$ cat src/rtl/cms_pkg.sv
package cms_pkg;

  // register byte offsets on the wishbone slave
  localparam logic [3:0] ADDR_CTRL1 = 4'h0;
  localparam logic [3:0] ADDR_CTRL2 = 4'h4;
  localparam logic [3:0] ADDR_STAT1 = 4'h8;
  localparam logic [3:0] ADDR_STAT2 = 4'hC;

  // field positions inside the control and status words
  localparam int HGO_BIT    = 7;
  localparam int RANGE_BIT  = 6;
  localparam int REFERENCE_SELECT_BIT   = 5;
  localparam int MODE_LSB   = 3;
  localparam int MFD_LSB    = 4;
  localparam int RFD_LSB    = 0;
  localparam int ST_MODE_LSB = 6;
  localparam int ST_RELOCK  = 4;
  localparam int ST_LOCK    = 3;
  localparam int ST_LOSS    = 2;
  localparam int ST_EXT_OK  = 1;
  localparam int ST_OSC_UP  = 0;
  localparam int ST2_DCO    = 0;

  // reset values
  localparam logic [7:0] CTRL1_RESET = 8'h00;
  localparam logic [7:0] CTRL2_RESET = 8'h00;

  // timing counts
  localparam logic [2:0]  MODE_SETTLE_CYCLES = 3'h4;
  localparam logic [12:0] OSC_STARTUP_TICKS  = 13'h1000;
  localparam logic [8:0]  BUS_DIV            = 9'h002;
  localparam logic [8:0]  EXT_AUX_DIV        = 9'h002;
  localparam logic [8:0]  AUX_MIN_RATIO      = 9'h004;
  localparam logic [8:0]  PRESCALE_LOW_RANGE = 9'h040;

  typedef enum logic [1:0] {
    MODE_SELF_CLOCKED = 2'b00,
    MODE_FLL_ENG_INT  = 2'b01,
    MODE_FLL_BYP_EXT  = 2'b10,
    MODE_FLL_ENG_EXT  = 2'b11
  } cms_mode_t;

  typedef enum logic [2:0] {
    ST_SCM = 3'b000,
    ST_FEI = 3'b001,
    ST_FBE = 3'b010,
    ST_FEE = 3'b011,
    ST_OFF = 3'b100
  } cms_state_t;

  typedef struct packed {
    logic      high_gain_select;
    logic      range;
    logic      reference_select;
    cms_mode_t mode_request;
    logic [1:0] spare;
    logic      rsvd;
  } cms_ctrl1_t;

  typedef struct packed {
    logic       rsvd_hi;
    logic [2:0] multiplier_field;
    logic       rsvd_mid;
    logic [2:0] divider_field;
  } cms_ctrl2_t;

endpackage

$ cat src/rtl/cms_aux_sel.sv
`timescale 1ns/1ns
module cms_aux_sel (
  input  wire logic       clk,     // system clock
  input  wire logic       rst,     // synchronous reset
  input  wire logic       ce,      // clock enable
  input  wire logic       src_a,   // bus clock strobe
  input  wire logic       src_b,   // external half-rate strobe
  input  wire logic [1:0] want,    // 0 off, 1 source a, 2 source b
  output logic            aux_out  // selected strobe, low while off
);

  logic [1:0] sel_q;

  // the select only moves while the output is low, so no source
  // switch can cut a strobe short
  always_ff @(posedge clk)
  begin
    if (rst)
      sel_q <= 2'h0;
    else if (ce && !aux_out)
      sel_q <= want;
  end

  always_ff @(posedge clk)
  begin
    if (rst)
      aux_out <= 1'b0;
    else if (ce)
    begin
      case (sel_q)
        2'h1:    aux_out <= src_a;
        2'h2:    aux_out <= src_b;
        default: aux_out <= 1'b0;
      endcase
    end
  end

endmodule // cms_aux_sel

$ cat src/rtl/cms_tick_div.sv
`timescale 1ns/1ns
module cms_tick_div (
  input  wire logic       clk,      // system clock
  input  wire logic       rst,      // synchronous reset
  input  wire logic       ce,       // clock enable
  input  wire logic       tick_in,  // source clock edge strobe
  input  wire logic [8:0] divisor,  // ticks per output tick
  output logic            tick_out  // divided edge strobe
);

  logic [8:0] cnt_q;

  // count source edges; a divisor shrunk below the count gives a tick on the next source edge
  always_ff @(posedge clk)
  begin
    if (rst)
    begin
      cnt_q    <= 9'h000;
      tick_out <= 1'b0;
    end
    else if (ce)
    begin
      tick_out <= 1'b0;
      if (tick_in)
      begin
        if (cnt_q + 9'h001 >= divisor)
        begin
          cnt_q    <= 9'h000;
          tick_out <= 1'b1;
        end
        else
        begin
          cnt_q <= cnt_q + 9'h001;
        end
      end
    end
  end

endmodule // cms_tick_div

$ cat src/rtl/cms_top.sv
// Local design decisions: the Wishbone slave port and the register addresses.
`timescale 1ns/1ns
// Contract
// - software writes a two-bit mode request; a separate field shows the mode
// - once its conditions hold, the actual mode equals the requested mode
// - actual mode updates only several bus cycles after a request write
// - mode codes 00..11; output zero off, ext/R bypassed, dco/R else
// - unmet requests hold fallback modes until reference or dco is ready
// - self-clocked requests are honoured except from bypassed external
// - in self-clocked mode the rc reference never shapes the output
// - engaged external gives dco/2R while locking or relocking, then dco/R
// - a first write with reference select zero locks it zero until reset
// - fixed clock for peripherals equals bus clock in bypassed external
// - engaged external: ext/2 if locked and P*N/R at least 4, else bus
// - fixed clock is off in engaged internal and self-clocked modes
// - high gain bit one picks high gain, zero the low power oscillator
// - high gain only takes effect while reference select is one
// - after reselecting external, oscillator start-up completes first
// - in external modes, loss of reference or dco forces self-clocked or bypassed mode
// - an automatic fallback rewrites both request and actual mode
module cms_top (
  input  wire logic        CLK,            // system clock, 100 MHz
  input  wire logic        RST,            // synchronous reset, high
  input  wire logic        CE,             // clock enable, freezes state
  input  wire logic        WB_CYC_I,       // wishbone cycle
  input  wire logic        WB_STB_I,       // wishbone strobe
  input  wire logic        WB_WE_I,        // wishbone write enable
  input  wire logic [3:0]  WB_ADR_I,       // wishbone byte address
  input  wire logic [3:0]  WB_SEL_I,       // wishbone byte lanes
  input  wire logic [31:0] WB_DAT_I,       // wishbone write data
  output logic      [31:0] WB_DAT_O,       // wishbone read data
  output logic             WB_ACK_O,       // wishbone acknowledge
  input  wire logic        DCO_TICK,       // dco output clock edge
  input  wire logic        EXT_TICK,       // external ref clock edge
  input  wire logic        EXT_REF_VALID,  // external reference valid
  input  wire logic        DCO_STABLE,     // dco stable
  input  wire logic        CLOCK_LOSS,     // clock loss flag level
  input  wire logic        REF_LOST,       // reference loss event
  input  wire logic        DCO_LOST,       // dco loss event
  input  wire logic        FLL_LOCKED,     // fll lock level
  input  wire logic        STOP_REQ,       // generator held off
  output logic             GEN_CLK_OUT,    // generator output clock edge
  output logic             BUS_CLK_OUT,    // bus clock edge
  output logic             AUX_CLK_OUT,    // fixed frequency clock edge
  output logic             OSC_AMP_EN,     // oscillator amplifier enable
  output logic             OSC_HIGH_GAIN,  // high gain oscillator select
  output logic      [1:0]  MODE_ACTUAL     // mode actually in use
);

  cms_pkg::cms_ctrl1_t  ctrl1_q;
  cms_pkg::cms_ctrl2_t  ctrl2_q;
  cms_pkg::cms_state_t  state_q;
  cms_pkg::cms_state_t  state_d;
  cms_pkg::cms_mode_t   fb_mode;
  logic                 fallback_ev;
  logic                 ack_q;
  logic [31:0]          dat_q;
  logic                 first_wr_q;
  logic                 reference_select_lock_q;
  logic [2:0]           settle_q;
  logic [12:0]          start_cnt_q;
  logic                 osc_up_q;
  logic                 relock_q;
  logic [1:0]           mode_q;
  logic                 amp_q;
  logic                 hg_q;
  logic                 req_hit;
  logic                 wr1;
  logic                 wr2;
  logic                 ext_ok;
  logic [7:0]           stat1;
  logic [7:0]           stat2;
  logic                 gen_src;
  logic [8:0]           gen_div;
  logic                 ext_half;
  logic [1:0]           aux_want;
  logic [8:0]           r_val;

  // divide factor R as a power of two of the divider field
  function automatic logic [8:0] div_of(input logic [2:0] f);
    div_of = 9'h001 << f;
  endfunction

  // true when prescale times multiplier over R reaches the minimum
  function automatic logic pn_ok(input logic rng, input logic [2:0] m,
                                 input logic [2:0] f);
    logic [15:0] p;
    logic [15:0] n;
    p = rng ? 16'h0001 : {7'h00, cms_pkg::PRESCALE_LOW_RANGE};
    n = 16'h0004 + {12'h000, m, 1'b0};
    pn_ok = (p * n) >= {7'h00, cms_pkg::AUX_MIN_RATIO} * {7'h00, div_of(f)};
  endfunction

  // bus decode; writes land on the edge at which ack is seen
  assign req_hit = WB_CYC_I & WB_STB_I;
  assign wr1     = req_hit & WB_WE_I & ack_q & WB_SEL_I[0]
                   & (WB_ADR_I == cms_pkg::ADDR_CTRL1);
  assign wr2     = req_hit & WB_WE_I & ack_q & WB_SEL_I[0]
                   & (WB_ADR_I == cms_pkg::ADDR_CTRL2);

  // one wait state, ack drops the cycle after it was given
  always_ff @(posedge CLK)
  begin
    if (RST)
      ack_q <= 1'b0;
    else if (CE)
      ack_q <= req_hit & ~ack_q;
  end

  assign stat1 = {mode_q, 1'b0, relock_q, FLL_LOCKED, CLOCK_LOSS,
                  ext_ok, osc_up_q};
  assign stat2 = {7'h00, DCO_STABLE};

  // read data captured in the first cycle; unmapped offsets read zero
  always_ff @(posedge CLK)
  begin
    if (RST)
      dat_q <= 32'h0000_0000;
    else if (CE && req_hit && !ack_q)
    begin
      case (WB_ADR_I)
        cms_pkg::ADDR_CTRL1: dat_q <= {24'h00_0000, ctrl1_q};
        cms_pkg::ADDR_CTRL2: dat_q <= {24'h00_0000, ctrl2_q};
        cms_pkg::ADDR_STAT1: dat_q <= {24'h00_0000, stat1};
        cms_pkg::ADDR_STAT2: dat_q <= {24'h00_0000, stat2};
        default:             dat_q <= 32'h0000_0000;
      endcase
    end
  end

  assign WB_DAT_O = dat_q;
  assign WB_ACK_O = ack_q;

  // first write decides whether the reference select is frozen low
  always_ff @(posedge CLK)
  begin
    if (RST)
    begin
      first_wr_q  <= 1'b0;
      reference_select_lock_q <= 1'b0;
    end
    else if (CE && wr1 && !first_wr_q)
    begin
      first_wr_q  <= 1'b1;
      reference_select_lock_q <= ~WB_DAT_I[cms_pkg::REFERENCE_SELECT_BIT];
    end
  end

  // control word one; a fallback overrides a write in the same edge
  always_ff @(posedge CLK)
  begin
    if (RST)
      ctrl1_q <= cms_pkg::CTRL1_RESET;
    else if (CE)
    begin
      if (wr1)
      begin
        ctrl1_q <= WB_DAT_I[7:0];
        ctrl1_q.rsvd <= 1'b0;
        ctrl1_q.reference_select <= WB_DAT_I[cms_pkg::REFERENCE_SELECT_BIT]
                                    & ~reference_select_lock_q;
      end
      if (fallback_ev)
        ctrl1_q.mode_request <= fb_mode;
    end
  end

  // control word two, reserved bits read zero
  always_ff @(posedge CLK)
  begin
    if (RST)
      ctrl2_q <= cms_pkg::CTRL2_RESET;
    else if (CE && wr2)
    begin
      ctrl2_q <= WB_DAT_I[7:0];
      ctrl2_q.rsvd_hi  <= 1'b0;
      ctrl2_q.rsvd_mid <= 1'b0;
    end
  end

  // a request write holds mode evaluation off for a few cycles
  always_ff @(posedge CLK)
  begin
    if (RST)
      settle_q <= 3'h0;
    else if (CE)
    begin
      if (wr1)
        settle_q <= cms_pkg::MODE_SETTLE_CYCLES;
      else if (settle_q != 3'h0)
        settle_q <= settle_q - 3'h1;
    end
  end

  // amplifier runs only while a crystal and an external mode are asked
  always_ff @(posedge CLK)
  begin
    if (RST)
    begin
      amp_q <= 1'b0;
      hg_q  <= 1'b0;
    end
    else if (CE)
    begin
      amp_q <= ctrl1_q.reference_select & ctrl1_q.mode_request[1];
      hg_q  <= ctrl1_q.high_gain_select
               & ctrl1_q.reference_select;
    end
  end

  assign OSC_AMP_EN    = amp_q;
  assign OSC_HIGH_GAIN = hg_q;

  // start-up delay restarts each time the amplifier is switched on;
  // an external clock with no crystal needs no start-up
  always_ff @(posedge CLK)
  begin
    if (RST)
    begin
      start_cnt_q <= 13'h0000;
      osc_up_q    <= 1'b0;
    end
    else if (CE)
    begin
      if (!ctrl1_q.reference_select)
      begin
        start_cnt_q <= 13'h0000;
        osc_up_q    <= 1'b1;
      end
      else if (!amp_q)
      begin
        start_cnt_q <= 13'h0000;
        osc_up_q    <= 1'b0;
      end
      else if (EXT_TICK && !osc_up_q)
      begin
        start_cnt_q <= start_cnt_q + 13'h0001;
        osc_up_q    <= (start_cnt_q + 13'h0001
                        >= cms_pkg::OSC_STARTUP_TICKS);
      end
    end
  end

  assign ext_ok = EXT_REF_VALID & osc_up_q;

  // next mode; losses act at once, requests wait for the settle time
  always_comb
  begin
    state_d     = state_q;
    fallback_ev = 1'b0;
    fb_mode     = cms_pkg::MODE_SELF_CLOCKED;
    if (STOP_REQ)
      state_d = cms_pkg::ST_OFF;
    else
    begin
      case (state_q)
        cms_pkg::ST_OFF:
          if (ctrl1_q.mode_request != cms_pkg::MODE_FLL_BYP_EXT)
            state_d = cms_pkg::ST_SCM;
          else if (ext_ok)
            state_d = cms_pkg::ST_FBE;
        cms_pkg::ST_FEE:
          if (REF_LOST)
          begin
            state_d     = cms_pkg::ST_SCM;
            fallback_ev = 1'b1;
            fb_mode     = cms_pkg::MODE_SELF_CLOCKED;
          end
          else if (DCO_LOST)
          begin
            state_d     = cms_pkg::ST_FBE;
            fallback_ev = 1'b1;
            fb_mode     = cms_pkg::MODE_FLL_BYP_EXT;
          end
          else if (settle_q == 3'h0)
            state_d = cms_pkg::cms_state_t'({1'b0, ctrl1_q.mode_request});
        cms_pkg::ST_FBE:
          if (REF_LOST)
          begin
            state_d     = cms_pkg::ST_SCM;
            fallback_ev = 1'b1;
            fb_mode     = cms_pkg::MODE_SELF_CLOCKED;
          end
          else if (settle_q == 3'h0)
          begin
            case (ctrl1_q.mode_request)
              cms_pkg::MODE_FLL_ENG_EXT:
                if (!CLOCK_LOSS && DCO_STABLE)
                  state_d = cms_pkg::ST_FEE;
              cms_pkg::MODE_FLL_ENG_INT:
                if (DCO_STABLE)
                  state_d = cms_pkg::ST_FEI;
              default:
                state_d = cms_pkg::ST_FBE;
            endcase
          end
        default:
          if (settle_q == 3'h0)
          begin
            case (ctrl1_q.mode_request)
              cms_pkg::MODE_FLL_ENG_INT:
                if (DCO_STABLE)
                  state_d = cms_pkg::ST_FEI;
              cms_pkg::MODE_FLL_BYP_EXT:
                if (ext_ok)
                  state_d = cms_pkg::ST_FBE;
              cms_pkg::MODE_FLL_ENG_EXT:
                if (ext_ok && DCO_STABLE)
                  state_d = cms_pkg::ST_FEE;
              default:
                state_d = cms_pkg::ST_SCM;
            endcase
          end
      endcase
    end
  end

  always_ff @(posedge CLK)
  begin
    if (RST)
    begin
      state_q <= cms_pkg::ST_SCM;
      mode_q  <= cms_pkg::MODE_SELF_CLOCKED;
    end
    else if (CE)
    begin
      state_q <= state_d;
      mode_q  <= state_d[1:0];
    end
  end

  assign MODE_ACTUAL = mode_q;

  // halved output while first locking or relocking after a new multiplier;
  // an unexpected unlock later keeps the full rate
  always_ff @(posedge CLK)
  begin
    if (RST)
      relock_q <= 1'b0;
    else if (CE)
    begin
      if ((state_d == cms_pkg::ST_FEE && state_q != cms_pkg::ST_FEE)
          || (wr2 && WB_DAT_I[6:4] != ctrl2_q.multiplier_field))
        relock_q <= 1'b1;
      else if (FLL_LOCKED || state_q != cms_pkg::ST_FEE)
        relock_q <= 1'b0;
    end
  end

  // output source: nothing off, external in bypass, dco otherwise;
  // the rc reference is never a source here
  assign r_val   = div_of(ctrl2_q.divider_field);
  assign gen_src = (state_q == cms_pkg::ST_OFF) ? 1'b0 :
                   (state_q == cms_pkg::ST_FBE) ? EXT_TICK :
                   DCO_TICK;
  assign gen_div = (state_q == cms_pkg::ST_FEE && relock_q) ?
                   {r_val[7:0], 1'b0} : r_val;

  cms_tick_div u_gen_div (
    .clk      (CLK),
    .rst      (RST),
    .ce       (CE),
    .tick_in  (gen_src),
    .divisor  (gen_div),
    .tick_out (GEN_CLK_OUT)
  );

  cms_tick_div u_bus_div (
    .clk      (CLK),
    .rst      (RST),
    .ce       (CE),
    .tick_in  (GEN_CLK_OUT),
    .divisor  (cms_pkg::BUS_DIV),
    .tick_out (BUS_CLK_OUT)
  );

  cms_tick_div u_ext_div (
    .clk      (CLK),
    .rst      (RST),
    .ce       (CE),
    .tick_in  (EXT_TICK),
    .divisor  (cms_pkg::EXT_AUX_DIV),
    .tick_out (ext_half)
  );

  // fixed clock source choice; off in the two internal modes
  always_comb
  begin
    case (state_q)
      cms_pkg::ST_FBE:
        aux_want = 2'h1;
      cms_pkg::ST_FEE:
        aux_want = (FLL_LOCKED && pn_ok(ctrl1_q.range,
                    ctrl2_q.multiplier_field, ctrl2_q.divider_field))
                   ? 2'h2 : 2'h1;
      default:
        aux_want = 2'h0;
    endcase
  end

  cms_aux_sel u_aux_sel (
    .clk     (CLK),
    .rst     (RST),
    .ce      (CE),
    .src_a   (BUS_CLK_OUT),
    .src_b   (ext_half),
    .want    (aux_want),
    .aux_out (AUX_CLK_OUT)
  );

endmodule // cms_top

$ cat config.mk
export PLATFORM = sky130hd
export DESIGN_NAME = cms_top
export DESIGN_NICKNAME = d
export VERILOG_FILES = /design/src/rtl/cms_pkg.sv /design/src/rtl/cms_aux_sel.sv /design/src/rtl/cms_tick_div.sv /design/src/rtl/cms_top.sv
export SDC_FILE = /design/constraint.sdc
export NUM_CORES = 1
export LEC_CHECK = 0
export BUFFER_PORTS_ARGS = -buffer_cell sky130_fd_sc_hd__buf_4
export CORE_MARGIN = 1
export CORE_UTILIZATION = 53
export CTS_BUF_LIST = sky130_fd_sc_hd__clkbuf_16
export CTS_CLUSTER_SIZE = 25
export DETAILED_ROUTE_END_ITERATION = 10
export GPL_ROUTABILITY_DRIVEN = 0
export PLACE_DENSITY = 0.88
export SYNTH_ARGS = -nofsm -noshare
export SYNTH_HDL_FRONTEND = slang
export SYNTH_SLANG_ARGS = --single-unit
$ cat constraint.sdc
create_clock -name CLK -period 7.7 [get_ports CLK]
set_clock_uncertainty 0.05 [all_clocks]
set_input_delay 0.77 -clock CLK [delete_from_list [all_inputs] [get_ports CLK]]
set_output_delay 0.77 -clock CLK [all_outputs]
set_load 0.02 [all_outputs]
* Word-level counts from Yosys, hierarchy flattened
Cells that the tools add are included.
Cells by class: reductions and logical operators 34, shift-type cells 1, equality and inequality tests 16, magnitude comparators 5, multiplexer cells 53, bitwise gates (word level) 14, add/subtract/negate cells 6, multiply operators 1
Operators with widths (count):
- two-way mux 3 bit | 14
- two-way mux 13 bit | 3
- two-way mux 9 bit | 4
- one-hot mux 8 bit (4 select lines) | 1
- adder 9 x 1 -> 9 bit (second input constant) | 3
- >= comparator 9 x 2 -> 1 bit (second input constant) | 2
- one-hot mux 3 bit (3 select lines) | 2
- two-way mux 1 bit | 17
- AND reduction 2 bit | 8
- adder 13 x 1 -> 13 bit (second input constant) | 1
- >= comparator 13 bit (second input constant) | 1
- logical AND 1 bit | 13
- >= comparator 12 x 11 -> 1 bit | 1
- multiplier 7 x 5 -> 12 bit | 1
- two-way mux 2 bit | 6
- bitwise AND 1 bit | 11
- equality test 3 x 2 -> 1 bit (second input constant) | 3
- >= comparator 9 bit | 1
- << shifter 1 x 3 -> 9 bit (first input constant) | 1
- equality test 4 bit (second input constant) | 2
- two-way mux 7 bit | 1
- equality test 2 bit (second input constant) | 3
- inequality test 3 x 2 -> 1 bit (second input constant) | 2
- one-hot mux 3 bit (2 select lines) | 1
- other kinds (17) | 28
Word-level totals: input port bits 55, word-level logic and storage cells 157, bits in registers 106

* Logic depth before layout (Yosys ltp)
word-level depth 13, mapped depth 13, gate-level depth less buffers 11

* Cells and area by module
A second synthesis with hierarchy kept.
Unflattened totals: cell total of the unflattened synthesis 681, area, all modules 5470.2 sq um
By module, submodules not included:
- cms_top | instances 1, area an instance 3052.9 sq um, cells an instance 383, sequential area each 940.9 sq um
- cms_tick_div | instances 3, area an instance 752.0 sq um, cells an instance 94, sequential area each 200.2 sq um
- cms_aux_sel | instances 1, area an instance 161.4 sq um, cells an instance 16, sequential area each 60.1 sq um

* Worst setup path before layout
No wires, ideal clock.
kind register to register, from reg state_q[1], to reg u_gen_div.cnt_q[2], library setup time 0.076 ns, buffers on the path 3, setup slack 4.680 ns, stages on the path, launching flop included 14, arrival 2.894 ns, data required time 7.574 ns, path through dfxtp_1 > buf_2 > nor2b_1 > and3_1 > buf_2 > xor2_1 > nand3_1 > ha_1 > nand3_1 > o221ai_1 > a21oi_1 > clkbuf_1 > nand3_1 > o22ai_1
Between the ends: word-level cells in the longest chain between the ends 5
Ends and longest elaborated chain:
- start, declared | RTL line cms_top.sv:52 | cms_pkg::cms_state_t state_q;
- start signal, assigned | RTL line cms_top.sv:322 | state_q <= cms_pkg::ST_SCM;
- start signal, assigned | RTL line cms_top.sv:327 | state_q <= state_d;
- equality test 3 x 2 -> 1 bit | RTL line cms_top.sv:356 | assign gen_div = (state_q == cms_pkg::ST_FEE && relock_q) ?
- logical AND 1 bit | RTL line cms_top.sv:356
- two-way mux 9 bit | RTL line cms_top.sv:356
- >= comparator 9 bit | RTL line cms_tick_div.sv:26 | if (cnt_q + 9'h001 >= divisor)
- two-way mux 9 bit | RTL line cms_tick_div.sv:26
- end signal, assigned | RTL line cms_tick_div.sv:33 | cnt_q <= cnt_q + 9'h001;
- end, declared | RTL line cms_tick_div.sv:11 | logic [8:0] cnt_q;
Parallel ways exist; a longest one is shown, timed or not. A chain may end at the register's enable or synchronous reset.

* Worst setup path after layout
from reg state_q[1], to reg u_gen_div.cnt_q[3]
The elaborated chain is that of the path after synthesis.

==> metrics <==
count of antenna diodes in the layout=0; Clock Tree Buf Depth=2; mux cell area share after synthesis=4.51%; CTS tree=done; First DRT Iteration DRCs=between 300 and 400; count of final setup violators=0; Pwr Total=between 1 and 1.5 mW; Final Hold Vio Count=0; clk root buf=sky130_fd_sc_hd__clkbuf_16; fin crit share=approximately half; port buffer count=43; layout overhead on the synthesized area=11.1%; latest clock arrival within the worst-skew pair=340 ps; vias per cell=approximately 6.2; slowest cell on the critical path=sky130_fd_sc_hd__a21oi_1; Critical path buffers and inverters=0; floorplan die area=about 10000 sq um; worst-margin pin slew=814 ps; VDD IR-drop max=approximately 0.00019 V; Die Span Y=~99 microns; total track usage=around a quarter; # fillers=~720; number of pins exceeding their max-slew limit in the final report=0; number of nets at the end of the flow=722; element type at the critical path start=flop; horizontal extent of the die=98.8 microns; standard cell core area=between 8000 and 9000 sq um; clock input transition at the sequential cells of the worst setup and hold paths=~60 ps; largest stage delay on the critical path=roughly 670 ps; P_leak=about 2.2 nW; type of element capturing the critical path=flop; tightest hold margin=404 ps; maximum number of pins on one net before global-route repair=62; total via count in the routed design=roughly 4,700; least setup slack across all paths after layout=~3700 ps; Required @ worst endpoint=7900 ps; setup repair after global routing missed its margin=false; combined area of the multi-input logic cells=roughly 3000 sq um; DR WL met3=approximately 600 microns; summed negative setup slack over all endpoints=0 ps; setup bufs post-CTS=0; register cell area after layout=1600 sq um; global-route wire length before repair=~20,000 microns; highest attainable clock frequency=0.253 GHz; headroom to the max-slew limit=between 40% and 50%; number of antenna violations at the first check in global routing=0; register bit count reported by yosys=80; worst-path cell chain=nor2b_1, and3_1, xor2_1, nand3_1, ha_1, nand3_1, o221ai_1, a21oi_1, nand3_1, o22ai_1; detailed-route wire length on metal 1=roughly 5100 microns; complex-gate fraction of the synthesized area=roughly a fifth; post-synthesis share of cell area spent on full adders, half adders and majority gates=6.55%; count of flip-flops with a built-in enable after synthesis=0; routed wire length=between 10,000 and 15,000 microns; dominant delay contributor by cell family on the critical path=simple AND/OR/NAND/NOR gates; number of unique standard cell types used by synthesis=between 60 and 70; clock sink count=80; layout cells sized above 1=between 10% and 20%; worst hold-check path type=flop to flop; post-detailed-route count of antenna-violating nets=0; cell area after synthesis=slightly below 5000 sq um; power per cell area=about 190 nW/um^2; average size of a mapped cell=between 7 and 8 sq um; combinational family with the most area after synthesis=simple AND/OR/NAND/NOR gates; hpwl dp=between 8000 and 9000 microns; post-synthesis instance total=~620; Inserted Clock Buffers=9; top routing layer in use=met4; Critical Path Fanout Max=14; max-capacitance violation count=0; Critical Setup Path Class=flop to flop; number of placed I/O pins=95; hold buffer count at cts=0; final core occ=~62%; final global-route overflow total=0; number of global-route vias before repair=~4,300; wire length on met2=between 5000 and 6000 microns; shortest period the worst path allows=roughly 4000 ps; share of the synthesized netlist area taken by xor and xnor gates=approximately 1.4%; count of unresolved DRC violations after routing=0; post-CTS sizing=0; initial standard-cell utilization of the core=between 50% and 60%; simple logic cell fraction of the synthesized area=a little over a quarter; dominant synthesized flop cell=sky130_fd_sc_hd__dfxtp_1; count of standard-cell rows=34; depth of the CTS H-tree=3; outcome=finished clean; post-place setup slack=3910 ps; number of detailed-routing iterations run before antenna repair=5; Synthesis Warnings=0; async set-reset flop share out of synthesis=0%; sequential element share of the synthesized area=about a third; average wire length per cell after detail routing=15.6 microns; arrival time reported for the critical path endpoint=~4200 ps; library cell appearing most often on the critical path=sky130_fd_sc_hd__nand3_1
-- placed cells by master, fill, tap and decap left out, types with 20 or more instances in the layout --
| cell | n |
|---|---|
| sky130_fd_sc_hd__nor2_1 | 49 |
| sky130_fd_sc_hd__dfxtp_1 | 80 |
| sky130_fd_sc_hd__and2_1 | 20 |
| sky130_fd_sc_hd__nor3_1 | 21 |
| sky130_fd_sc_hd__ha_1 | 26 |
| sky130_fd_sc_hd__inv_1 | 26 |
| sky130_fd_sc_hd__a21oi_1 | 41 |
| sky130_fd_sc_hd__buf_4 | 43 |
| sky130_fd_sc_hd__nand3_1 | 20 |
| sky130_fd_sc_hd__conb_1 | 24 |
| sky130_fd_sc_hd__nand2_1 | 53 |
| sky130_fd_sc_hd__o21ai_0 | 24 |
-- registers in the layout, indices dropped and copies added, names as in the netlist, 2 cells and up --
name / count
u_gen_div.cnt_q: 9
u_ext_div.cnt_q: 9
settle_q: 3
ctrl2_q: 6
WB_DAT_O: 8
state_q: 3
u_aux_sel.sel_q: 2
start_cnt_q: 13
ctrl1_q: 7
u_bus_div.cnt_q: 9
-- worst paths after layout --
path         startpoint            endpoint  slack (ps)  cells past startpoint
max          state_q[1]  u_gen_div.cnt_q[3]        3750                     10
min          first_wr_q          first_wr_q         400                      2
max reg2reg  state_q[1]  u_gen_div.cnt_q[3]        3750                     10
min reg2reg  first_wr_q          first_wr_q         400                      2
-- cell usage after synthesis (3+ instances only) --
master / instances / area share [%]
sky130_fd_sc_hd__a211o_1: 3 / 0.53
sky130_fd_sc_hd__a211oi_1: 6 / 0.91
sky130_fd_sc_hd__a21boi_0: 3 / 0.45
sky130_fd_sc_hd__a21oi_1: 41 / 4.1
sky130_fd_sc_hd__a221oi_1: 3 / 0.53
sky130_fd_sc_hd__a22oi_1: 7 / 1.1
sky130_fd_sc_hd__a311oi_1: 3 / 0.53
sky130_fd_sc_hd__a31oi_1: 7 / 0.88
sky130_fd_sc_hd__a32oi_1: 5 / 0.88
sky130_fd_sc_hd__and2_1: 20 / 2.5
sky130_fd_sc_hd__and3_1: 11 / 1.4
sky130_fd_sc_hd__buf_2: 7 / 0.71
sky130_fd_sc_hd__buf_4: 26 / 3.9
sky130_fd_sc_hd__clkbuf_1: 22 / 1.7
sky130_fd_sc_hd__dfxtp_1: 80 / 32
sky130_fd_sc_hd__ha_1: 26 / 6.5
sky130_fd_sc_hd__inv_1: 25 / 1.9
sky130_fd_sc_hd__mux2_2: 3 / 0.68
sky130_fd_sc_hd__mux2i_1: 19 / 3.8
sky130_fd_sc_hd__nand2_1: 53 / 4.0
sky130_fd_sc_hd__nand2b_1: 15 / 1.9
sky130_fd_sc_hd__nand3_1: 20 / 2.0
sky130_fd_sc_hd__nand3b_1: 11 / 1.7
sky130_fd_sc_hd__nand4_1: 12 / 1.5
sky130_fd_sc_hd__nor2_1: 49 / 3.7
sky130_fd_sc_hd__nor2b_1: 11 / 1.4
sky130_fd_sc_hd__nor3_1: 21 / 2.1
sky130_fd_sc_hd__nor3b_1: 5 / 0.76
sky130_fd_sc_hd__nor4_1: 5 / 0.63
sky130_fd_sc_hd__o21a_1: 8 / 1.2
sky130_fd_sc_hd__o21ai_0: 24 / 2.4
sky130_fd_sc_hd__o22ai_1: 9 / 1.1
sky130_fd_sc_hd__o31ai_1: 3 / 0.45
sky130_fd_sc_hd__or3_1: 4 / 0.50
sky130_fd_sc_hd__or4_1: 4 / 0.60
sky130_fd_sc_hd__xnor2_1: 6 / 1.1
-- metal layers --
layer / GRT usage [%] / vias to the layer above
li1: - / 2247
met5: 0 / -
met2: 41.1 / 190
met4: 13.3 / 0
met1: 30.1 / 2181
met3: 4.40 / 34
-- per-stage QoR --
stage	area, sq um	std cells
after global routing	5520	754
after detailed placement	5180	738
after floorplan	5050	645
after global placement	5180	738
final	5520	754
after CTS	5520	754
-- tightest hold or removal path, cell delays in order, from the launching register on --
cell                      delay, ps
sky130_fd_sc_hd__dfxtp_1        310
sky130_fd_sc_hd__inv_1           50
sky130_fd_sc_hd__a21oi_1         50
-- where the power goes --
| part | internal [mW] | switching (mW) |
|---|---|---|
| Clock | 0.314 | 0.170 |
| Combinational | 0.0413 | 0.0774 |
| Sequential | 0.421 | 0.00805 |
-- cell type report --
class	count	area share, %
clock buffer	9	4.08
clock inverter	7	2.02
inverter	26	1.77
multi-input combinational	481	54.8
sequential	80	29.0
tap	108	2.45
timing repair buffer	43	5.85
-- cells by family after synthesis --
group,Yosys count
buffers and inverters,84
DFF,80
and+or+nand+nor,252
other,1
AOI/OAI and AO/OA,149
xor gates and xnor gates,8
adders and majority gates,26
muxes,22
(Power assumes the default switching activity.)
